**config.mk**
```make
export PLATFORM = sky130hd
export DESIGN_NAME = alarm_relock_prearm_fsm
export DESIGN_NICKNAME = d
export VERILOG_FILES = /design/src/logic/alarm_pkg.sv /design/src/logic/pulse_if.sv /design/src/logic/hazard_pulser.sv /design/src/logic/alarm_relock_prearm_fsm.sv
export SDC_FILE = /design/constraint.sdc
export NUM_CORES = 1
export LEC_CHECK = 0
export ABC_CLOCK_PERIOD_IN_PS = 2400
export BUFFER_PORTS_ARGS = -buffer_cell sky130_fd_sc_hd__clkbuf_2
export CORE_UTILIZATION = 53
export CTS_BUF_LIST = sky130_fd_sc_hd__clkbuf_4
export CTS_CLUSTER_DIAMETER = 80
export DETAILED_ROUTE_END_ITERATION = 12
export PLACE_DENSITY = 0.79
export SLEW_MARGIN = 0
export SYNTH_ARGS = -nofsm -noshare
export SYNTH_HDL_FRONTEND = slang
export SYNTH_SLANG_ARGS = --single-unit
```
**constraint.sdc**
```tcl
create_clock -name clk_i -period 2.4 [get_ports clk_i]
set_input_delay 0.36 -clock clk_i [delete_from_list [all_inputs] [get_ports clk_i]]
set_output_delay 0.36 -clock clk_i [all_outputs]
set_load 0.01 [all_outputs]
```
**src/logic/alarm_pkg.sv**
```systemverilog
// Purpose: shared constants and types of the relock / pre-arm alarm controller
// Assumes: one 125 MHz system clock
// Notes: register offsets are byte addresses on the plain register port
package alarm_pkg;

   ////////////////////////////////////////////////////////////////////////
   // timing
   localparam int unsigned CLK_HZ = 125_000_000;
   localparam int unsigned HAZ_PHASE_MS = 500; // hazard on and off phase, ms
   localparam int unsigned HAZ_PHASE_TICKS = CLK_HZ / 1000 * HAZ_PHASE_MS;
   localparam int unsigned HAZ_PHASES = 4; // on, off, on, off
   localparam int unsigned RELOCK_TICKS_DEF = 1_250_000_000; // relock timer b length
   localparam int unsigned DOOR_COUNT = 4;

   ////////////////////////////////////////////////////////////////////////
   // register map
   localparam logic [7:0] ADDR_CTRL = 8'h00;
   localparam logic [7:0] ADDR_STATUS = 8'h04;
   localparam logic [7:0] ADDR_MASK = 8'h08;
   localparam logic [7:0] ADDR_STATE = 8'h0c;
   localparam int unsigned CTRL_SMART_BIT = 0; // smart_key_variant when 1
   localparam int unsigned CTRL_MECH_BIT = 1; // mechanical key option enable
   localparam int unsigned CTRL_FORCE_BIT = 2; // write 1: load state field
   localparam int unsigned CTRL_STATE_LSB = 4;
   localparam int unsigned STATE_CODE_LSB = 0;
   localparam int unsigned STATE_PEND_BIT = 3;
   localparam int unsigned STATE_HOOD_BIT = 4;
   localparam int unsigned STATE_TRUNK_BIT = 5;
   localparam int unsigned STATE_HORN_BIT = 6;
   localparam int unsigned STATE_INHIBIT_BIT = 7;
   localparam int unsigned STATE_HAZARD_BIT = 8;

   ////////////////////////////////////////////////////////////////////////
   // interrupt events
   localparam int unsigned EV_AUTOLOCK = 0;
   localparam int unsigned EV_RELOCK = 1;
   localparam int unsigned EV_PREARM = 2;
   localparam int unsigned EV_RESTART = 3;
   localparam int unsigned NUM_EV = 4;

   ////////////////////////////////////////////////////////////////////////
   // types
   typedef enum logic [2:0] {
      ST_UNGUARDED = 3'b000,
      ST_ALARM = 3'b001,
      ST_PREARM = 3'b010,
      ST_ARMHOLD = 3'b011,
      ST_RELOCK_B = 3'b100,
      ST_OTHER = 3'b101
   } alarm_state_e;

   typedef enum logic [1:0] {
      CMD_NONE = 2'b00,
      CMD_LOCK = 2'b01,
      CMD_UNLOCK = 2'b10
   } remote_cmd_e;

endpackage : alarm_pkg

```
**src/logic/pulse_if.sv**
```systemverilog
// Purpose: link between the controller and its hazard double-pulse unit
// Assumes: both ends on the system clock
// Notes: start and abort are one-cycle pulses
interface pulse_if;
   logic start;
   logic abort;
   logic lamp;
   logic busy;
   modport ctl (output start, output abort, input lamp, input busy);
   modport unit (input start, input abort, output lamp, output busy);
endinterface : pulse_if

```
**src/logic/hazard_pulser.sv**
```systemverilog
// Purpose: drives the hazard lamp twice, on and off for one phase each
// Assumes: phase length given in clock cycles
// Notes: a new start restarts the pattern, abort ends it at once
module hazard_pulser
   import alarm_pkg::*;
#(
   parameter int unsigned PHASE_TICKS = HAZ_PHASE_TICKS
) (
   input wire logic clk_i,
   input wire logic rstn_i,
   pulse_if.unit pif
);

   typedef struct packed {
      logic [2:0] phase; // 0 idle, 1..4 active
      logic [31:0] cnt;
      logic lamp;
   } pulser_s;

   pulser_s q, d;

   ////////////////////////////////////////////////////////////////////////
   // phase divider and sequencer
   always_comb begin
      d = q;
      if (pif.abort) begin
         d = '0;
      end else if (pif.start) begin
         d.phase = 3'h1;
         d.cnt = 32'(PHASE_TICKS - 1);
         d.lamp = 1'b1;
      end else if (q.phase != 3'h0) begin
         if (q.cnt == 32'h0) begin
            d.phase = (q.phase == 3'(HAZ_PHASES)) ? 3'h0 : q.phase + 3'h1;
            d.cnt = 32'(PHASE_TICKS - 1);
            d.lamp = (d.phase == 3'h1) || (d.phase == 3'h3); // lamp on in odd phases
         end else begin
            d.cnt = q.cnt - 32'h1;
         end
      end
   end

   always_ff @(posedge clk_i or negedge rstn_i) begin
      if (!rstn_i) begin
         q <= '0;
      end else begin
         q <= d;
      end
   end

   assign pif.lamp = q.lamp;
   assign pif.busy = (q.phase != 3'h0);

   chk_start_lights: assert property (@(posedge clk_i) disable iff (!rstn_i)
      pif.start && !pif.abort |=> pif.lamp && pif.busy) else $error("pulser did not start");

endmodule : hazard_pulser

```
**src/logic/alarm_relock_prearm_fsm.sv**
```systemverilog
// Purpose: relock timer b state and entries into the pre-armed state
// Assumes: all inputs synchronous to clk_i; other alarm states set by software
// Notes: registers on a plain port, read data one cycle after the read strobe
//
// The register addresses and the strobed register port are this design's own decisions.
module alarm_relock_prearm_fsm
   import alarm_pkg::*;
#(
   parameter int unsigned RELOCK_TICKS = RELOCK_TICKS_DEF,
   parameter int unsigned HAZ_TICKS = HAZ_PHASE_TICKS,
   parameter int unsigned DOORS = DOOR_COUNT
) (
   input wire logic clk_i,
   input wire logic rstn_i,
   // register port
   input wire logic [7:0] addr_i,
   input wire logic [31:0] wdata_i,
   input wire logic we_i,
   input wire logic re_i,
   output logic [31:0] rdata_o,
   output logic irq_o,
   // requests
   input wire logic fob_lock_i,
   input wire logic fob_unlock_i,
   input wire logic [1:0] remote_entry_command_i,
   input wire logic prox_lock_i,
   input wire logic prox_unlock_i,
   input wire logic mech_lock_i,
   // vehicle status
   input wire logic lock_confirmed_i,
   input wire logic key_removed_i,
   input wire logic [DOORS-1:0] door_open_i,
   input wire logic hood_open_i,
   input wire logic trunk_open_i,
   // relays and status
   output logic hazard_relay_o,
   output logic horn_relay_o,
   output logic start_inhibit_o,
   output logic autolock_o,
   output logic hood_memo_o,
   output logic trunk_memo_o,
   output logic [2:0] state_o
);

   typedef struct packed {
      alarm_state_e state;
      logic [31:0] timer; // relock timer b, 0 when idle
      logic pend; // lock seen, waiting for confirmation
      logic doors_any; // door open status one cycle ago
      logic hood_memo;
      logic trunk_memo;
      logic horn;
      logic inhibit;
      logic flash; // alarm flashing of the hazard relay
      logic hazard;
      logic autolock;
      logic start;
      logic abort;
      logic smart;
      logic mech;
      logic [NUM_EV-1:0] status;
      logic [NUM_EV-1:0] mask;
      logic [31:0] rdata;
      logic irq;
   } core_s;

   core_s q, d;
   pulse_if pif ();

   logic unlock_req;
   logic lock_req;
   logic locked_ok;
   logic any_door;
   logic hood_trunk;
   logic timer_done;
   logic go_r3;
   logic go_r4;
   logic go_r5;
   logic go_r9;
   logic go_r10;
   logic go_r11;
   logic go_r12;
   logic ctrl_wr;
   logic [NUM_EV-1:0] ev;

   ////////////////////////////////////////////////////////////////////////
   // hazard double pulse unit
   hazard_pulser #(
      .PHASE_TICKS(HAZ_TICKS)
   ) u_pulser (
      .clk_i(clk_i),
      .rstn_i(rstn_i),
      .pif(pif)
   );

   assign pif.start = q.start;
   assign pif.abort = q.abort;

   ////////////////////////////////////////////////////////////////////////
   // request decode
   always_comb begin
      if (q.smart) begin
         unlock_req = (remote_entry_command_i == CMD_UNLOCK) || prox_unlock_i;
         lock_req = (remote_entry_command_i == CMD_LOCK) || prox_lock_i;
      end else begin
         unlock_req = fob_unlock_i;
         lock_req = fob_lock_i;
      end
      if (q.mech && mech_lock_i) begin
         lock_req = 1'b1;
      end
   end

   // lock counts once the locks report locked
   assign locked_ok = (q.pend || lock_req) && lock_confirmed_i;
   assign any_door = |door_open_i;
   assign hood_trunk = hood_open_i || trunk_open_i;
   assign timer_done = (q.state == ST_RELOCK_B) && (q.timer == 32'h1);

   // entry conditions per source state
   assign go_r3 = (q.state == ST_UNGUARDED) && key_removed_i && hood_trunk && unlock_req;
   assign go_r4 = (q.state == ST_ALARM) && !any_door && hood_trunk && unlock_req;
   assign go_r5 = unlock_req && ((q.state == ST_ARMHOLD)
                  || ((q.state == ST_PREARM) && !any_door && hood_trunk));
   assign go_r9 = (q.state == ST_UNGUARDED) && key_removed_i && !go_r3
                  && (any_door || hood_trunk) && locked_ok;
   assign go_r10 = (q.state == ST_UNGUARDED) && key_removed_i && !go_r3 && !go_r9
                   && lock_confirmed_i && q.doors_any && !any_door && hood_trunk;
   assign go_r11 = (q.state == ST_ALARM) && !go_r4 && key_removed_i
                   && (any_door || hood_trunk) && locked_ok;
   assign go_r12 = (q.state == ST_ARMHOLD) && !unlock_req && locked_ok;

   assign ctrl_wr = we_i && (addr_i == ADDR_CTRL) && wdata_i[CTRL_FORCE_BIT];

   ////////////////////////////////////////////////////////////////////////
   // next state
   always_comb begin
      d = q;
      ev = '0;
      d.start = 1'b0;
      d.abort = 1'b0;
      d.autolock = 1'b0;
      d.doors_any = any_door;
      if (lock_req) begin
         d.pend = 1'b1;
      end
      if (unlock_req) begin
         d.pend = 1'b0;
      end
      if (q.timer > 32'h0 && q.state == ST_RELOCK_B) begin
         d.timer = q.timer - 32'h1;
      end

      case (q.state)
         ST_UNGUARDED: begin
            if (go_r3) begin
               d.state = ST_RELOCK_B;
            end else if (go_r9 || go_r10) begin
               d.state = ST_PREARM;
            end
         end
         ST_ALARM: begin
            if (go_r4) begin
               d.state = ST_RELOCK_B;
               d.horn = 1'b0;
               d.inhibit = 1'b0;
               d.flash = 1'b0;
            end else if (go_r11) begin
               d.state = ST_PREARM;
               d.horn = 1'b0;
               d.inhibit = 1'b0;
               d.flash = 1'b0;
               d.abort = 1'b1;
            end
         end
         ST_PREARM: begin
            if (go_r5) begin
               d.state = ST_RELOCK_B;
            end
         end
         ST_ARMHOLD: begin
            if (go_r5) begin
               d.state = ST_RELOCK_B;
            end else if (go_r12) begin
               d.state = ST_PREARM;
            end
         end
         ST_RELOCK_B: begin
            if (unlock_req) begin
               d.timer = 32'(RELOCK_TICKS);
               d.start = 1'b1;
               ev[EV_RESTART] = 1'b1;
            end else if (locked_ok) begin
               d.state = ST_PREARM;
               d.timer = 32'h0;
            end else if (timer_done) begin
               d.autolock = 1'b1;
               d.pend = 1'b1;
               ev[EV_AUTOLOCK] = 1'b1;
            end
         end
         default: begin
            d.state = q.state;
         end
      endcase

      // common actions on every unlock entry into timer b
      if (go_r3 || go_r4 || go_r5) begin
         d.timer = 32'(RELOCK_TICKS);
         d.start = 1'b1;
         d.hood_memo = hood_open_i;
         d.trunk_memo = trunk_open_i;
         d.pend = 1'b0;
         ev[EV_RELOCK] = 1'b1;
      end
      if (d.state == ST_PREARM && q.state != ST_PREARM) begin
         d.pend = 1'b0;
         ev[EV_PREARM] = 1'b1;
      end

      // software loads states handled by other logic
      if (ctrl_wr) begin
         d.state = alarm_state_e'(wdata_i[CTRL_STATE_LSB +: 3]);
         d.pend = 1'b0;
         d.timer = 32'h0;
         if (alarm_state_e'(wdata_i[CTRL_STATE_LSB +: 3]) == ST_ALARM) begin
            d.horn = 1'b1;
            d.inhibit = 1'b1;
            d.flash = 1'b1;
         end
      end

      // hazard relay: pulse pattern or alarm flashing
      d.hazard = pif.lamp || (d.flash && d.state == ST_ALARM);

      //////////////////////////////////////////////////////////////////////
      // register writes; a new event wins over its clear
      if (we_i) begin
         case (addr_i)
            ADDR_CTRL: begin
               d.smart = wdata_i[CTRL_SMART_BIT];
               d.mech = wdata_i[CTRL_MECH_BIT];
            end
            ADDR_STATUS: begin
               d.status = q.status & ~wdata_i[NUM_EV-1:0];
            end
            ADDR_MASK: begin
               d.mask = wdata_i[NUM_EV-1:0];
            end
            default: begin
               d.mask = q.mask;
            end
         endcase
      end
      d.status = d.status | ev;
      d.irq = |(d.status & d.mask);

      // register reads, data in the next cycle only
      d.rdata = 32'h0;
      if (re_i) begin
         case (addr_i)
            ADDR_CTRL: begin
               d.rdata[CTRL_SMART_BIT] = q.smart;
               d.rdata[CTRL_MECH_BIT] = q.mech;
               d.rdata[CTRL_STATE_LSB +: 3] = q.state;
            end
            ADDR_STATUS: begin
               d.rdata[NUM_EV-1:0] = q.status;
            end
            ADDR_MASK: begin
               d.rdata[NUM_EV-1:0] = q.mask;
            end
            ADDR_STATE: begin
               d.rdata[STATE_CODE_LSB +: 3] = q.state;
               d.rdata[STATE_PEND_BIT] = q.pend;
               d.rdata[STATE_HOOD_BIT] = q.hood_memo;
               d.rdata[STATE_TRUNK_BIT] = q.trunk_memo;
               d.rdata[STATE_HORN_BIT] = q.horn;
               d.rdata[STATE_INHIBIT_BIT] = q.inhibit;
               d.rdata[STATE_HAZARD_BIT] = q.hazard;
            end
            default: begin
               d.rdata = 32'h0;
            end
         endcase
      end
   end

   ////////////////////////////////////////////////////////////////////////
   // state register
   always_ff @(posedge clk_i or negedge rstn_i) begin
      if (!rstn_i) begin
         q <= '0;
      end else begin
         q <= d;
      end
   end

   // outputs straight from flops
   assign rdata_o = q.rdata;
   assign irq_o = q.irq;
   assign hazard_relay_o = q.hazard;
   assign horn_relay_o = q.horn;
   assign start_inhibit_o = q.inhibit;
   assign autolock_o = q.autolock;
   assign hood_memo_o = q.hood_memo;
   assign trunk_memo_o = q.trunk_memo;
   assign state_o = q.state;

   ////////////////////////////////////////////////////////////////////////
   // checks
   chk_expiry_autolock: assert property (@(posedge clk_i) disable iff (!rstn_i)
      timer_done && !unlock_req && !locked_ok && !ctrl_wr |=> autolock_o && state_o == ST_RELOCK_B)
      else $error("expiry did not autolock in place");

   chk_unlock_restart: assert property (@(posedge clk_i) disable iff (!rstn_i)
      q.state == ST_RELOCK_B && unlock_req && !ctrl_wr
      |=> q.start && q.timer == 32'(RELOCK_TICKS) && state_o == ST_RELOCK_B ##1 pif.busy)
      else $error("unlock did not restart timer b");

   chk_unguarded_entry: assert property (@(posedge clk_i) disable iff (!rstn_i)
      q.state == ST_UNGUARDED && key_removed_i && hood_trunk && unlock_req && !ctrl_wr
      |=> state_o == ST_RELOCK_B && q.start) else $error("unguarded unlock missed timer b");

   chk_alarm_relays: assert property (@(posedge clk_i) disable iff (!rstn_i)
      go_r4 && !ctrl_wr |=> state_o == ST_RELOCK_B && !horn_relay_o && !start_inhibit_o)
      else $error("alarm unlock left relays on");

   chk_prearm_unlock: assert property (@(posedge clk_i) disable iff (!rstn_i)
      (q.state == ST_ARMHOLD || (q.state == ST_PREARM && !any_door && hood_trunk))
      && unlock_req && !ctrl_wr |=> state_o == ST_RELOCK_B)
      else $error("prearm or armhold unlock missed timer b");

   chk_memo_capture: assert property (@(posedge clk_i) disable iff (!rstn_i)
      state_o == ST_RELOCK_B && $past(q.state) != ST_RELOCK_B && !$past(ctrl_wr)
      |-> hood_memo_o == $past(hood_open_i) && trunk_memo_o == $past(trunk_open_i))
      else $error("hood or trunk not stored");

   chk_prearm_confirm: assert property (@(posedge clk_i) disable iff (!rstn_i)
      state_o == ST_PREARM && $past(q.state) != ST_PREARM && !$past(ctrl_wr)
      |-> $past(lock_confirmed_i)) else $error("prearm without lock confirmed");

   chk_mech_lock: assert property (@(posedge clk_i) disable iff (!rstn_i)
      q.state == ST_ARMHOLD && q.mech && mech_lock_i && lock_confirmed_i && !unlock_req
      && !ctrl_wr |=> state_o == ST_PREARM) else $error("mechanical lock ignored");

   chk_door_close: assert property (@(posedge clk_i) disable iff (!rstn_i)
      go_r10 && !ctrl_wr |=> state_o == ST_PREARM) else $error("door close lock missed");

   chk_alarm_lock: assert property (@(posedge clk_i) disable iff (!rstn_i)
      go_r11 && !ctrl_wr |=> state_o == ST_PREARM && !horn_relay_o && !start_inhibit_o
      ##1 !pif.lamp ##1 !hazard_relay_o) else $error("alarm lock left relays on");

endmodule : alarm_relock_prearm_fsm

```
==> flow_summary.json <==
{
  "fin_setup_tns_ns": -4.90,
  "cp_max_fo": 5,
  "final_common_cell": "dfrtp_1",
  "syn_avg_cell_area_um2": 9.36,
  "cts_sinks": 102,
  "viasPerCell": 5.87,
  "ant_nets": 0,
  "busiest_layer": "met2",
  "cts_buffers": 9,
  "powerDensity_mw_per_mm2": 838,
  "synth_edf_count": 0,
  "fmax_mhz": 391,
  "grt_pass1_wl_um": 24300,
  "synth.distinct_cells": 56,
  "rsz0062_at_grt": "true",
  "grt_start_max_net_pins": 103,
  "die_y_um": 106,
  "crit_type": "reg2reg",
  "yosys_warnings": 0,
  "period_minus_slack_ns": 2.56,
  "r2r-start": "q[74]",
  "report.final.slew_viol_count": 0,
  "cp.arrival_ns": 2.95,
  "grt_overflow": 0,
  "hold_ws_ns": 0.117,
  "violations": "negative setup slack",
  "r2r-end": "q[76]",
  "met2_usage": 0.471,
  "gr-usage-met1": 0.346,
  "grt_use_met3": 0.0631,
  "gp_congestion": 0.912,
  "worst_ep_required_time_ns": 2.79,
  "num_vias": 5210,
  "drive_above_1_share": 0.390,
  "final_cell_mix": "101 x dfrtp_1, 83 x buf_4, 65 x nor2_1, 51 x clkbuf_2, 32 x nand2_1",
  "synth_area_mm2": 0.00570,
  "rows": 37,
  "worstHoldPathType": "in2reg",
  "wl_per_cell_um": 17.3,
  "preCtsSetupSlack_ns": -0.199,
  "start_util": 0.550,
  "ys.flop_type": "dfrtp_1",
  "synth-async-reset-ratio": 1.00,
  "ir_drop_uv": 622,
  "syn_inst": 609,
  "fillCellCount": 708,
  "route.detailed.drc": 0,
  "r2r_slack_ns": -0.16,
  "finalSetupViolCount": 59,
  "p_leak_uw": 0.00328,
  "die_area_mm2": 0.0112,
  "fin_skew_ns": 0.0242,
  "dp_hpwl_um": 9380,
  "holdPathEnd": "q[41]",
  "antenna_found_initial": 0,
  "drtIter0Drc": 299,
  "port_buffers": 52,
  "grt_util_all_layers": 0.276,
  "max_slew_margin": 0.508,
  "coreArea_mm2": 0.0104,
  "ctsLongestPathBuffers": 2,
  "dp.cells": 850,
  "rr_worst_depth": 9,
  "fin_nets": 813,
  "clk_latency_ns": 0.50,
  "tightest_slew_ns": 0.738,
  "final_cell_count_no_fill": 888,
  "finalHoldViolations": 0,
  "clk_pin_slew_worst_paths_ns": 0.15,
  "status": "complete, but fails checks",
  "wl_um": 15300,
  "cts_tree": "yes",
  "firstDrtPassIters": 5,
  "setup_slack_ns": -0.159,
  "hold_start": "wdata_i[1]",
  "area_growth_pct": 31.6,
  "cap_violations": 0,
  "cp-start-kind": "flop",
  "pin_count": 101,
  "yosysSeqAreaShare": 0.448,
  "ys_ff_latch": 102,
  "cts_max_level": 3,
  "finalCritPeriodShare": 1.07,
  "cp-end-kind": "flop",
  "cts_root_buf": "clkbuf_4",
  "hold_depth": 3,
  "fin_util": 0.723,
  "grt_pass1_vias": 5096,
  "dieWidth_um": 106
}
## registers in the layout (all words and copies together), names as in the netlist, 3 cells and up
| register | cells |
|---|---|
| u_pulser.q | 35 |
| q | 45 |
| rdata_o | 9 |
| state_o | 3 |
## cell usage after synthesis, types with 2 or more instances
master | number | share of area
mux2i_1 | 4 | 0.0070
mux4_2 | 2 | 0.0079
and2_1 | 5 | 0.0055
nor2b_1 | 11 | 0.012
nand2_1 | 39 | 0.026
clkbuf_1 | 16 | 0.011
dfrtp_1 | 102 | 0.45
or4_1 | 10 | 0.013
a21oi_2 | 2 | 0.0031
nor4_2 | 4 | 0.0088
nor4_1 | 20 | 0.022
xor2_1 | 18 | 0.028
mux2_2 | 7 | 0.014
a311oi_1 | 11 | 0.017
a211o_1 | 3 | 0.0046
ha_1 | 8 | 0.018
buf_4 | 36 | 0.047
nor3_1 | 19 | 0.017
or3b_2 | 2 | 0.0031
a21oi_1 | 42 | 0.037
a221oi_1 | 2 | 0.0031
nand4_1 | 3 | 0.0033
o2111ai_1 | 2 | 0.0031
or2_2 | 8 | 0.0088
nand3b_1 | 7 | 0.0092
o21ai_0 | 17 | 0.015
o21bai_1 | 3 | 0.0039
a2111oi_0 | 2 | 0.0031
nand2b_1 | 10 | 0.011
or3_1 | 18 | 0.020
o31ai_1 | 6 | 0.0079
xnor2_1 | 22 | 0.034
a22oi_1 | 5 | 0.0066
inv_1 | 19 | 0.013
a31oi_1 | 3 | 0.0033
a21o_1 | 3 | 0.0039
nor3b_1 | 2 | 0.0026
o311ai_0 | 2 | 0.0031
a211oi_1 | 5 | 0.0066
nand3_1 | 12 | 0.011
nor2_1 | 79 | 0.052
buf_2 | 4 | 0.0035
## cell families (layout without fill, tap and decap cells)
family | after synthesis | count (layout) | share of synthesized area
and+or+nand+nor | 258 | 261 | 0.242
AOI/OAI and AO/OA | 112 | 112 | 0.128
DFF | 102 | 102 | 0.448
buffers and inverters | 75 | 192 | 0.0740
xor gates and xnor gates | 40 | 40 | 0.0614
muxes | 13 | 13 | 0.0287
adders and majority gates | 8 | 8 | 0.0176
other | 1 | 24 | 0.000658
## worst max-delay path, stage by stage (launching register included)
cell and delay [ns]:
dfrtp_1 0.41, or4_4 0.54, or4_4 0.48, nor4_4 0.29
buf_4 0.21, buf_6 0.09, or3_4 0.16, nor3_4 0.04
xnor2_1 0.16, nor2_1 0.07
## area by class of cell
class | count | area, um2 | area share
antenna | 1 | 2.50 | 0.000334
timing repair buffer | 157 | 1140 | 0.153
tap | 136 | 170 | 0.0227
sequential | 102 | 2550 | 0.340
clock inverter | 6 | 86.3 | 0.0115
multi-input combinational | 457 | 3400 | 0.453
inverter | 19 | 71.3 | 0.00951
clock buffer | 10 | 75.1 | 0.0100
## timing repair
item | 4_1_cts | 5_1_grt
hold buffers | 1 | 0
cloned | 3 | 0
buffers inserted | 12 | 8
resized for setup | 70 | 67
endpoints found under the hold margin | 102 | 0
endpoints found under the setup margin | 66 | 72
pin swaps | 39 | 52
## stage by stage
step                      instance area (um2)  power [uW]
after floorplan                          5850        3790
after global placement                   6570        4560
after detailed placement                 6570        4670
after CTS                                7160        5940
after global routing                     7500        6630
final                                    7500        6290
## worst max-delay path by stage
stage | cells past startpoint | to | startpoint
after floorplan | 8 | q[65] | q[72]
after global placement | 6 | q[84] | q[74]
after detailed placement | 6 | q[84] | q[74]
after CTS | 8 | q[85] | q[67]
after global routing | 9 | q[76] | q[74]
final | 9 | q[76] | q[74]
## where the power goes
part | total (uW) | internal [uW] | switching, uW | leakage, uW
Sequential | 2610 | 2170 | 438 | 0.00125
Clock | 1020 | 433 | 583 | 0.0000880
Combinational | 2660 | 1240 | 1420 | 0.00194
Total | 6290 | 3850 | 2440 | 0.00328
## per-layer routing
metal  share of wire  wire [um]  up-vias
li1                -          -     2383
met5               0          0        -
met1            0.40       6100     2602
met2            0.52       8040      189
met3           0.058        890       36
met4           0.019        298        0
Note: power is estimated with default switching activity, not from simulation.
